==> config.mk <==
export PLATFORM = sky130hd
export DESIGN_NAME = mfia_ctrl
export DESIGN_NICKNAME = d
export VERILOG_FILES = /design/src/shared/mfia_pkg.sv /design/src/hw/mfia_ctrl.sv
export SDC_FILE = /design/constraint.sdc
export NUM_CORES = 1
export LEC_CHECK = 0
export BUFFER_PORTS_ARGS = -buffer_cell sky130_fd_sc_hd__buf_2
export CORE_MARGIN = 1.5
export CORE_UTILIZATION = 50
export DETAILED_ROUTE_END_ITERATION = 16
export GPL_TIMING_DRIVEN = 0
export HOLD_SLACK_MARGIN = 0.05
export PLACE_DENSITY = 0.75
export SYNTH_ARGS = -nofsm -noshare
export SYNTH_HDL_FRONTEND = slang
export SYNTH_SLANG_ARGS = --single-unit
==> constraint.sdc <==
create_clock -name pclk -period 1.7 [get_ports pclk]
set_input_delay 0.34 -clock pclk [delete_from_list [all_inputs] [get_ports pclk]]
set_output_delay 0.34 -clock pclk [all_outputs]
set_load 0.01 [all_outputs]
==> src/shared/mfia_pkg.sv <==
// constants, register map and carrier types of the interrupt aggregator
package mfia_pkg;

  // register byte offsets on the apb bus
  localparam logic [7:0] OFF_CTRL = 8'h00;
  localparam logic [7:0] OFF_ENABLE = 8'h04;
  localparam logic [7:0] OFF_SRC_FLAG = 8'h08;
  localparam logic [7:0] OFF_REQ_FLAG = 8'h0c;
  localparam logic [7:0] OFF_ADC_BOUND = 8'h10;
  localparam logic [7:0] OFF_STATUS = 8'h14;

  // widths
  localparam int N_SRC = 15;
  localparam int N_REQ = 8;
  localparam int VEC_W = 3;
  localparam int ADC_W = 12;
  localparam int EN_W = 17;

  // member source flag positions
  localparam int SRC_HALL_A = 0;
  localparam int SRC_ADC_A = 3;
  localparam int SRC_ADC_B = 4;
  localparam int SRC_PWM_D0 = 5;
  localparam int SRC_PWM_P = 8;
  localparam int SRC_CAP_O = 9;
  localparam int SRC_CAP_C = 10;
  localparam int SRC_TMR0_P = 11;
  localparam int SRC_TMR0_A = 12;
  localparam int SRC_TMR1_P = 13;
  localparam int SRC_TMR1_A = 14;

  // request flag positions, also the vector numbers; lower wins
  localparam logic [2:0] REQ_HALL = 3'h0;
  localparam logic [2:0] REQ_MF1 = 3'h1;
  localparam logic [2:0] REQ_MF2 = 3'h2;
  localparam logic [2:0] REQ_MF3 = 3'h3;
  localparam logic [2:0] REQ_MF4 = 3'h4;
  localparam logic [2:0] REQ_EEPROM = 3'h5;
  localparam logic [2:0] REQ_LVD = 3'h6;
  localparam logic [2:0] REQ_IIC = 3'h7;

  // group membership over the source flags
  localparam logic [14:0] MASK_HALL = 15'h0007;
  localparam logic [14:0] MASK_ADC = 15'h0018;
  localparam logic [14:0] MASK_PWM = 15'h01e0;
  localparam logic [14:0] MASK_CAP = 15'h0600;
  localparam logic [14:0] MASK_TMR = 15'h7800;

  // adc bound register field positions
  localparam int BOUND_LO_LSB = 0;
  localparam int BOUND_HI_LSB = 16;

  // reset values
  localparam logic RST_GIE = 1'b0;
  localparam logic [16:0] RST_EN = 17'h00000;
  localparam logic [11:0] RST_BOUND_LO = 12'h000;
  localparam logic [11:0] RST_BOUND_HI = 12'hfff;

  // enable register layout, bit 0 at the right
  typedef struct packed {
    logic adc_lo_cmp;
    logic adc_hi_cmp;
    logic tmr1_a;
    logic tmr1_p;
    logic tmr0_a;
    logic tmr0_p;
    logic capture;
    logic adc_b;
    logic adc_a;
    logic [7:0] req;
  } mfia_en_t;

  // single-cycle event pulses from peripherals on pclk
  typedef struct packed {
    logic [2:0] pwm_duty;
    logic pwm_period;
    logic cap_overflow;
    logic cap_compare;
    logic [1:0] tmr_p;
    logic [1:0] tmr_a;
    logic eeprom_done;
    logic serial_done;
  } mfia_evt_t;

  // vector call towards the program sequencer
  typedef struct packed {
    logic req;
    logic [2:0] vector;
  } mfia_call_t;

endpackage : mfia_pkg

==> src/hw/mfia_ctrl.sv <==
// interrupt aggregator: flags, enables, vector call, wake, apb registers
//
// Our own choices: the APB register port and the register addresses.
`timescale 1ns/1ps

module mfia_ctrl (
  input wire logic pclk,
  input wire logic presetn,
  input wire logic psel,
  input wire logic penable,
  input wire logic pwrite,
  input wire logic [7:0] paddr,
  input wire logic [31:0] pwdata,
  output logic [31:0] prdata,
  output logic pready,
  output logic pslverr,
  input wire logic [2:0] hall_pin,
  input wire logic low_supply_pin,
  input wire mfia_pkg::mfia_evt_t evt,
  input wire logic adc_eoc,
  input wire logic [11:0] adc_result,
  input wire logic stack_full,
  input wire logic core_sleep,
  input wire logic irq_ack,
  input wire logic return_from_interrupt,
  output mfia_pkg::mfia_call_t call,
  output logic wake
);

  // lowest set index wins
  function automatic logic [2:0] pick_first(input logic [7:0] p);
    logic [2:0] v;
    logic found;
    v = 3'h0;
    found = 1'b0;
    for (int i = 0; i < mfia_pkg::N_REQ; i++)
    begin
      if (p[i] && !found)
      begin
        v = 3'(i);
        found = 1'b1;
      end
    end
    return v;
  endfunction : pick_first

  // does any enabled member of a group set this cycle
  function automatic logic group_hit(input logic [14:0] set,
                                     input logic [14:0] en,
                                     input logic [14:0] mask);
    return |(set & en & mask);
  endfunction : group_hit

  mfia_pkg::mfia_en_t en;
  logic gie;
  logic [14:0] src_flag;
  logic [7:0] req_flag;
  logic [11:0] bound_lo;
  logic [11:0] bound_hi;
  logic [11:0] adc_res;
  logic cmp_pend;
  logic [2:0] hall_s1;
  logic [2:0] hall_s2;
  logic [2:0] hall_s3;
  logic lvd_s1;
  logic lvd_s2;
  logic lvd_s3;
  logic [22:0] prev_flags;
  logic wr;
  logic [2:0] hall_edge;
  logic lvd_edge;
  logic adc_lim_hit;
  logic [14:0] src_set;
  logic [14:0] src_en;
  logic [7:0] req_set;
  logic [7:0] pending;
  logic [14:0] next_src;
  logic [7:0] next_req;
  logic [31:0] next_rdata;
  logic next_err;

  // write takes effect at the access edge, pready is high there
  assign wr = psel & penable & pwrite & pready;

  // pins are outside the clock domain; two flops before any use.
  // limitation: pclk must keep running in sleep for pin flags to set
  always_ff @(posedge pclk or negedge presetn)
  begin
    if (!presetn)
    begin
      hall_s1 <= 3'h0;
      hall_s2 <= 3'h0;
      hall_s3 <= 3'h0;
      lvd_s1 <= 1'b0;
      lvd_s2 <= 1'b0;
      lvd_s3 <= 1'b0;
    end
    else
    begin
      hall_s1 <= hall_pin;
      hall_s2 <= hall_s1;
      hall_s3 <= hall_s2;
      lvd_s1 <= low_supply_pin;
      lvd_s2 <= lvd_s1;
      lvd_s3 <= lvd_s2;
    end
  end

  // edges read only the second and third stages
  assign hall_edge = hall_s2 ^ hall_s3;
  assign lvd_edge = lvd_s2 & ~lvd_s3;

  // converter result held one cycle for the boundary compare
  always_ff @(posedge pclk or negedge presetn)
  begin
    if (!presetn)
    begin
      adc_res <= 12'h000;
      cmp_pend <= 1'b0;
    end
    else
    begin
      if (adc_eoc)
      begin
        adc_res <= adc_result;
      end
      cmp_pend <= adc_eoc;
    end
  end

  // compare after end of conversion, each bound separately enabled
  assign adc_lim_hit = cmp_pend &
    ((en.adc_hi_cmp & (adc_res > bound_hi)) |
     (en.adc_lo_cmp & (adc_res < bound_lo)));

  // member source set events
  always_comb
  begin
    src_set = 15'h0000;
    src_set[mfia_pkg::SRC_HALL_A +: 3] = hall_edge;
    src_set[mfia_pkg::SRC_ADC_A] = adc_eoc;
    src_set[mfia_pkg::SRC_ADC_B] = adc_lim_hit;
    src_set[mfia_pkg::SRC_PWM_D0 +: 3] = evt.pwm_duty;
    src_set[mfia_pkg::SRC_PWM_P] = evt.pwm_period;
    src_set[mfia_pkg::SRC_CAP_O] = evt.cap_overflow;
    src_set[mfia_pkg::SRC_CAP_C] = evt.cap_compare;
    src_set[mfia_pkg::SRC_TMR0_P] = evt.tmr_p[0];
    src_set[mfia_pkg::SRC_TMR0_A] = evt.tmr_a[0];
    src_set[mfia_pkg::SRC_TMR1_P] = evt.tmr_p[1];
    src_set[mfia_pkg::SRC_TMR1_A] = evt.tmr_a[1];
  end

  // member enables; hall and pwm members are gated only by the group
  always_comb
  begin
    src_en = 15'h0000;
    src_en[mfia_pkg::SRC_HALL_A +: 3] = 3'h7;
    src_en[mfia_pkg::SRC_ADC_A] = en.adc_a;
    src_en[mfia_pkg::SRC_ADC_B] = en.adc_b;
    src_en[mfia_pkg::SRC_PWM_D0 +: 4] = 4'hf;
    src_en[mfia_pkg::SRC_CAP_O] = en.capture;
    src_en[mfia_pkg::SRC_CAP_C] = en.capture;
    src_en[mfia_pkg::SRC_TMR0_P] = en.tmr0_p;
    src_en[mfia_pkg::SRC_TMR0_A] = en.tmr0_a;
    src_en[mfia_pkg::SRC_TMR1_P] = en.tmr1_p;
    src_en[mfia_pkg::SRC_TMR1_A] = en.tmr1_a;
  end

  // request set events: five groups then three independent requests
  always_comb
  begin
    req_set[mfia_pkg::REQ_HALL] =
      group_hit(src_set, src_en, mfia_pkg::MASK_HALL);
    req_set[mfia_pkg::REQ_MF1] =
      group_hit(src_set, src_en, mfia_pkg::MASK_ADC);
    req_set[mfia_pkg::REQ_MF2] =
      group_hit(src_set, src_en, mfia_pkg::MASK_PWM);
    req_set[mfia_pkg::REQ_MF3] =
      group_hit(src_set, src_en, mfia_pkg::MASK_CAP);
    req_set[mfia_pkg::REQ_MF4] =
      group_hit(src_set, src_en, mfia_pkg::MASK_TMR);
    req_set[mfia_pkg::REQ_EEPROM] = evt.eeprom_done;
    req_set[mfia_pkg::REQ_LVD] = lvd_edge;
    req_set[mfia_pkg::REQ_IIC] = evt.serial_done;
  end

  // member flags: software writes them, service leaves them; set wins
  always_comb
  begin
    next_src = src_flag;
    if (wr && paddr == mfia_pkg::OFF_SRC_FLAG)
    begin
      next_src = pwdata[14:0];
    end
    next_src = next_src | src_set;
  end

  // request flags: service clears the shown vector's flag; set wins
  always_comb
  begin
    next_req = req_flag;
    if (wr && paddr == mfia_pkg::OFF_REQ_FLAG)
    begin
      next_req = pwdata[7:0];
    end
    if (irq_ack)
    begin
      next_req[call.vector] = 1'b0;
    end
    next_req = next_req | req_set;
  end

  always_ff @(posedge pclk or negedge presetn)
  begin
    if (!presetn)
    begin
      src_flag <= 15'h0000;
      req_flag <= 8'h00;
    end
    else
    begin
      src_flag <= next_src;
      req_flag <= next_req;
    end
  end

  // global enable: service clears, interrupt return sets, then software
  always_ff @(posedge pclk or negedge presetn)
  begin
    if (!presetn)
    begin
      gie <= mfia_pkg::RST_GIE;
    end
    else if (irq_ack)
    begin
      gie <= 1'b0;
    end
    else if (return_from_interrupt)
    begin
      gie <= 1'b1;
    end
    else if (wr && paddr == mfia_pkg::OFF_CTRL)
    begin
      gie <= pwdata[0];
    end
  end

  // software configuration registers
  always_ff @(posedge pclk or negedge presetn)
  begin
    if (!presetn)
    begin
      en <= mfia_pkg::RST_EN;
      bound_lo <= mfia_pkg::RST_BOUND_LO;
      bound_hi <= mfia_pkg::RST_BOUND_HI;
    end
    else if (wr)
    begin
      if (paddr == mfia_pkg::OFF_ENABLE)
      begin
        en <= pwdata[mfia_pkg::EN_W-1:0];
      end
      if (paddr == mfia_pkg::OFF_ADC_BOUND)
      begin
        bound_lo <= pwdata[mfia_pkg::BOUND_LO_LSB +: mfia_pkg::ADC_W];
        bound_hi <= pwdata[mfia_pkg::BOUND_HI_LSB +: mfia_pkg::ADC_W];
      end
    end
  end

  // a flag stays set until serviced, but is pending only while its request enable is on
  assign pending = req_flag & en.req;

  // call drops the cycle after the ack so one request is never taken twice
  always_ff @(posedge pclk or negedge presetn)
  begin
    if (!presetn)
    begin
      call <= '0;
    end
    else
    begin
      call.req <= gie & ~stack_full & (|pending) & ~irq_ack;
      call.vector <= pick_first(pending);
    end
  end

  // wake on any flag rising, blind to enables; a preset flag cannot rise
  always_ff @(posedge pclk or negedge presetn)
  begin
    if (!presetn)
    begin
      prev_flags <= 23'h000000;
      wake <= 1'b0;
    end
    else
    begin
      prev_flags <= {req_flag, src_flag};
      wake <= core_sleep & (|({req_flag, src_flag} & ~prev_flags));
    end
  end

  // read data and error decided in the setup cycle, zero wait states
  always_comb
  begin
    next_rdata = 32'h00000000;
    next_err = 1'b0;
    case (paddr)
      mfia_pkg::OFF_CTRL: next_rdata[0] = gie;
      mfia_pkg::OFF_ENABLE: next_rdata[mfia_pkg::EN_W-1:0] = en;
      mfia_pkg::OFF_SRC_FLAG: next_rdata[14:0] = src_flag;
      mfia_pkg::OFF_REQ_FLAG: next_rdata[7:0] = req_flag;
      mfia_pkg::OFF_ADC_BOUND:
      begin
        next_rdata[mfia_pkg::BOUND_LO_LSB +: mfia_pkg::ADC_W] = bound_lo;
        next_rdata[mfia_pkg::BOUND_HI_LSB +: mfia_pkg::ADC_W] = bound_hi;
      end
      mfia_pkg::OFF_STATUS:
      begin
        next_rdata[0] = call.req;
        next_rdata[3:1] = call.vector;
        next_rdata[4] = stack_full;
        next_rdata[15:8] = pending;
      end
      default: next_err = 1'b1;
    endcase
  end

  always_ff @(posedge pclk or negedge presetn)
  begin
    if (!presetn)
    begin
      pready <= 1'b0;
      prdata <= 32'h00000000;
      pslverr <= 1'b0;
    end
    else
    begin
      pready <= psel & ~penable;
      pslverr <= psel & ~penable & next_err;
      if (psel && !penable)
      begin
        prdata <= next_rdata;
      end
    end
  end
endmodule : mfia_ctrl

== After elaboration in Yosys (flattened, before gate mapping) ==
Index checks and enable logic that the tools add are counted.

* Register bits: 148
* Output and inout port bits: 39

* Order comparisons: 4
* Equal/unequal tests: 5
* Bitwise operators: 27
* Muxes and demuxes: 31
* Reductions and logical operators: 32

{| class="wikitable"
|+ Operator list
! cell !! count
|-
| $and A23 B23 Y23 || 1
|-
| $not A23 Y23 || 1
|-
| $reduce_or A23 Y1 || 1
|-
| $pmux W4 S5 || 1
|-
| $mux W3 || 6
|-
| $and A8 B8 Y8 || 2
|-
| $eq A8 B4 Y1 const B || 2
|-
| $eq A8 B5 Y1 const B || 2
|-
| $mux W8 || 2
|-
| $pmux W4 S4 || 1
|-
| $and A15 B15 Y15 || 1
|-
| $mux W15 || 1
|-
| $or A15 B15 Y15 || 1
|-
| $and A1 B1 Y1 || 13
|-
| $mux W1 || 13
|-
| $gt A12 B12 Y1 || 1
|-
| $logic_and A1 B1 Y1 || 12
|-
| $lt A12 B12 Y1 || 1
|-
| $pmux W3 S4 || 1
|-
| $mux W11 || 1
|-
| $pmux W3 S3 || 1
|-
| $eq A8 B3 Y1 const B || 1
|-
| $logic_not A1 Y1 || 8
|-
| $logic_not A8 Y1 || 1
|-
| other kinds (17) || 24
|}

== Depth between registers and ports, before layout ==
* Word-level depth: 23
* Mapped depth: 9
* Gate-level depth less buffers: 8

== Least setup slack after synthesis ==
OpenSTA, ideal clock, no wires.

* Path type: input to register
* Start point: input port paddr[5]
* End point: register bound_lo[0]
* Stages: 7
* Setup time: 125 ps
* Slack: -391 ps
* Arrival: 1,966 ps
* Buffers on the path: 2
* Cells stage by stage: or4_4 > nor3_4 > and3b_1 > buf_4 > and2_1 > buf_4 > mux2_2

* Word-level cells in the longest chain between the ends: 2

{| class="wikitable"
|+ RTL lines
! item !! RTL line !! RTL
|-
| from (decl) || mfia_ctrl.sv:12 || <nowiki>input wire logic [7:0] paddr,</nowiki>
|-
| $eq A8 B5 Y1 || mfia_ctrl.sv:263 || <nowiki>if (paddr == mfia_pkg::OFF_ADC_BOUND)</nowiki>
|-
| $reduce_and A2 Y1 (no line) || -- ||
|-
| to (signal assigned) || mfia_ctrl.sv:254 || <nowiki>bound_lo <= mfia_pkg::RST_BOUND_LO;</nowiki>
|-
| to (signal assigned) || mfia_ctrl.sv:265 || <nowiki>bound_lo <= pwdata[mfia_pkg::BOUND_LO_LSB +: mfia_pkg::ADC_W];</nowiki>
|-
| to (decl) || mfia_ctrl.sv:58 || <nowiki>logic [11:0] bound_lo;</nowiki>
|}

No other way between the ends.
A chain may end at the register's enable or synchronous reset.

== Worst setup path after layout ==
* Start point: register bound_hi[1]
* End point: register req_flag[1]

* Word-level cells in the longest chain between the ends: 7

{| class="wikitable"
|+ RTL lines
! item !! RTL line !! RTL
|-
| from (decl) || mfia_ctrl.sv:59 || <nowiki>logic [11:0] bound_hi;</nowiki>
|-
| from (signal assigned) || mfia_ctrl.sv:255 || <nowiki>bound_hi <= mfia_pkg::RST_BOUND_HI;</nowiki>
|-
| from (signal assigned) || mfia_ctrl.sv:266 || <nowiki>bound_hi <= pwdata[mfia_pkg::BOUND_HI_LSB +: mfia_pkg::ADC_W];</nowiki>
|-
| $gt A12 B12 Y1 || mfia_ctrl.sv:133 || <nowiki>((en.adc_hi_cmp & (adc_res > bound_hi)) |</nowiki>
|-
| $and A1 B1 Y1 || mfia_ctrl.sv:133 ||
|-
| $or A1 B1 Y1 || mfia_ctrl.sv:133 ||
|-
| $and A1 B1 Y1 || mfia_ctrl.sv:132 || <nowiki>assign adc_lim_hit = cmp_pend &</nowiki>
|-
| $and A15 B15 Y15 || -- ||
|-
| $reduce_or A2 Y1 || mfia_ctrl.sv:51 || <nowiki>return |(set & en & mask);</nowiki>
|-
| $or A8 B8 Y8 || mfia_ctrl.sv:210 || <nowiki>next_req = next_req | req_set;</nowiki>
|-
| net next_req[1] || mfia_ctrl.sv:78 || <nowiki>logic [7:0] next_req;</nowiki>
|-
| to (signal assigned) || mfia_ctrl.sv:223 || <nowiki>req_flag <= next_req;</nowiki>
|-
| to (decl) || mfia_ctrl.sv:57 || <nowiki>logic [7:0] req_flag;</nowiki>
|}

The timed path passes the listed nets, and every way through them passes these cells.

==> summary.md <==
| Metric | Value |
|---|---|
| Portion of the clock cycle consumed by the worst path in the final layout | 1.12 |
| Initial antenna violation count | 0 |
| Crit path arrival time | 2.20 ns |
| Hold_ws | 0.110 ns |
| Critical path capture point type | flip-flop |
| Total number of vias | 5,628 |
| Number of buffers created by CTS | 17 |
| Gate Count Post-Synth | 603 |
| Starting density of the core | 0.520 |
| Total Routed Length | 20.8 mm |
| Number of clock sinks | 148 |
| Top achievable clock speed | 525 MHz |
| Die width | 118 um |
| Die Height | 118 um |
| Post-synth EDFFs | 0 |
| Largest delay share family, worst path | compound AO/OA/AOI/OAI gates |
| Cell at the slowest stage of the critical path | sky130_fd_sc_hd__dfstp_2 |
| Count of non-filler cells in the finished layout | 972 |
| Critical-path cell list | inv_1 > ha_1 > nor2b_1 > o211ai_1 > a21o_1 > nand3_1 > a32oi_2 > o21ai_1 |
| Worst clock skew on the final layout | 0.00614 ns |
| Pwr dens | 939 nW/um2 |
| Commonest cells after routing, fill and taps aside | 135 x sky130_fd_sc_hd__dfrtp_1, 107 x sky130_fd_sc_hd__buf_2, 71 x sky130_fd_sc_hd__nand2_1, 46 x sky130_fd_sc_hd__inv_1, 27 x sky130_fd_sc_hd__buf_6 |
| Path type of the worst min-delay path | in2reg |
| Actual transition at the worst max-transition pin | between 0.7 and 0.8 ns |
| RD Place Congestion | 0.919 |
| Syn Std Cell Area | 6640 um2 |
| First-pass GRT wire length | 29.8 mm |
| Worst stage delay on the critical path | 0.53 ns |
| Number of cells after detailed placement | 887 |
| DRC violation count after routing | 0 |
| Slew Viols, Final | 0 |
| Required time of the critical path | 1.99 ns |
| Share of total power in combinational logic | 0.071 |
| Launching element of the worst setup path | bound_hi[1]$_DFFE_PN1P_ |
| Reg-to-Reg Start | bound_hi[1]$_DFFE_PN1P_ |
| Status | finished with violations |
| Clock tree from TritonCTS | yes |
| ANT nets after route | 0 |
| Via count of the first global-routing pass | 5,541 |
| Max IR drop VDD | 0.000695 V |
| Detailed Place HPWL | between 10 and 15 mm |
| Final Critical Period | 1.91 ns |
| Setup repair after global routing missed its margin | yes |
| Crit path kind | reg2reg |
| GRT Residual Overflow | 0 |
| Beginning of the worst hold path | evt[0] |
| Global router's overall resource usage | 0.282 |
| Sw frac | 0.216 |
| Number of placed I/O pins | 117 |
| Violated checks | negative setup slack |
| Buffer depth of the longest clock path | 2 |
| Most frequently used flop master after synthesis | sky130_fd_sc_hd__dfrtp_1 |
| Sequential element share of the synthesized area | 0.560 |
| Kind of start point of the critical path | flip-flop |
| Ratio of cells with drive above 1 in the final layout | 0.421 |
| Worst-case headroom to the max-slew limit | 0.531 |
| Post-synthesis async set-or-reset flop share | 1.00 |
| Number of placement rows | 41 |
| Total Die Area | roughly 14,000 um2 |
| First-iteration detailed-routing DRC count | 691 |
| Leakage power | 4.53 nW |
| Internal power contribution | ~0.0068 W |
| Area delta synth->final | 38.5% |
| Pre-CTS setup slack | -0.720 ns |
| Biggest fanout along the worst timing path | 2 |
| Number of distinct library cell variants in the gate-level netlist after synthesis | 55 |
| Sequential share of power | 0.433 |
| Root Buffer | sky130_fd_sc_hd__clkbuf_16 |
| Latest clock arrival within the worst-skew pair | 0.42 ns |
| Number of buffers and inverters on the critical path | 1 |
| Clock share of power | 0.496 |
| Placeable core region | 12,800 um2 |
| Number of register bits inferred by synthesis | between 100 and 150 |
| Fin worst setup slack | -0.207 ns |
| Switching power | 0.00186 W |
| Overall power of the completed layout | 0.00863 W |
| Total of endpoints with negative setup slack in the final report | 84 |
| Number of warnings issued by yosys | 0 |
| Post-layout net count | 887 |
| FILL cells | 859 |
| Clock slew seen by the registers of the worst setup and hold paths | 0.06 ns |
| Commonest non-fill, non-tap cell in the layout | sky130_fd_sc_hd__dfrtp_1 |
| First-pass detailed-route iteration total | 8 |
| Mean instance size in the synthesized netlist | 11.0 um2 |
| Max-capacitance violation count | 0 |
| H-tree lvl count | 4 |
| Number of port buffers | 108 |
| Final Hold Vio Count | 0 |
| Vias per cell | 5.79 |
| Pin count of the biggest net entering global routing | 93 |
| Routed wirelength normalized by instance count | 21.4 um |
path summary, 6_finish.rpt:
| path | to | slack (ns) | cells after the start |
|---|---|---|---|
| worst max-delay path | req_flag[1]$_DFF_PN0_ | -0.21 | 8 |
| min in group asynchronous | hall_s2[1]$_DFF_PN0_ | 0.45 | 2 |
| worst min-delay path | req_flag[7]$_DFF_PN0_ | 0.11 | 2 |
| max in group asynchronous | bound_hi[10]$_DFFE_PN1P_ | 0.35 | 3 |
| worst min register to register | hall_s2[2]$_DFF_PN0_ | 0.35 | 0 |
| worst max register to register | req_flag[1]$_DFF_PN0_ | -0.21 | 8 |
sequential cells by signal, indices dropped and copies added (netlist names), 3 cells and up:
name and cells:
prev_flags 23, hall_s3 3, hall_s1 3, hall_s2 3
adc_res 12, req_flag 8, prdata 28, call 4
bound_lo 12, src_flag 15, en 17, bound_hi 12
synthesized netlist by cell type (12+ instances only):
cell                       number  area, um2
sky130_fd_sc_hd__ha_1          23        288
sky130_fd_sc_hd__nand3_1       17       85.1
sky130_fd_sc_hd__inv_1         49        184
sky130_fd_sc_hd__dfstp_2       12        315
sky130_fd_sc_hd__mux2_2        20        225
sky130_fd_sc_hd__nor2_1        24       90.1
sky130_fd_sc_hd__a221oi_1      12        105
sky130_fd_sc_hd__o21ai_0       30        150
sky130_fd_sc_hd__nand3b_1      12       90.1
sky130_fd_sc_hd__dfrtp_1      136       3400
sky130_fd_sc_hd__nand2_1       97        364
cell type report:
| cell class | count | area [um2] | area share |
|---|---|---|---|
| Clock inverter | 10 | 200 | 0.0218 |
| Antenna cell | 1 | 2.50 | 0.000272 |
| Timing Repair Buffer | 162 | 1210 | 0.131 |
| Tap cell | 172 | 215 | 0.0234 |
| Clock buffer | 22 | 474 | 0.0516 |
| Sequential cell | 148 | 3720 | 0.405 |
| Buffer | 28 | 283 | 0.0308 |
| Multi-Input combinational cell | 380 | 2910 | 0.316 |
| Inverter | 49 | 184 | 0.0200 |
through the flow:
stage | util | instance area, um2 | setup TNS, ns
final | 0.720 | 9190 | -8.90
after global routing | 0.719 | 9190 | -11.52
after CTS | 0.672 | 8590 | -2.94
after detailed placement | 0.585 | 7470 | -47.22
after global placement | 0.582 | 7430 | -279.00
after floorplan | - | 6680 | -18.35
logic make-up (layout without fill, tap and decap cells):
| group | count (synthesis) | count (layout) | share of synthesized area |
|---|---|---|---|
| xor gates and xnor gates | 4 | 4 | 0.00528 |
| DFF | 148 | 148 | 0.560 |
| other | 1 | 5 | 0.000565 |
| and+or+nand+nor | 189 | 190 | 0.139 |
| adders and majority gates | 23 | 23 | 0.0434 |
| AOI/OAI and AO/OA | 119 | 119 | 0.121 |
| muxes | 40 | 40 | 0.0716 |
| buffers and inverters | 79 | 271 | 0.0584 |
power by group through the flow:
stage / Combinational (W) / Sequential, W / Clock [W]
2_1_floorplan: 0.000220 / 0.00377 / 0
3_3_place_gp: 0.000498 / 0.00378 / 0
4_1_cts: 0.000569 / 0.00373 / 0.00429
5_1_grt: 0.000671 / 0.00375 / 0.00445
3_5_place_dp: 0.000532 / 0.00379 / 0
6_report: 0.000614 / 0.00374 / 0.00427
layer usage:
metal	wire (um)	global-route usage	vias up
met5	0	0	-
met4	670	0.123	0
met3	1540	0.0632	55
met2	10100	0.434	288
met1	8500	0.383	2804
li1	-	-	2481
timing repair:
item,CTS,global route
gates cloned,5,5
resized for setup,49,108
hold buffers,6,0
endpoints found under the setup margin,72,90
hold endpoints to repair,61,0
pin swaps,19,65
buffers inserted,23,17
Note: power is estimated with default switching activity, not from simulation.
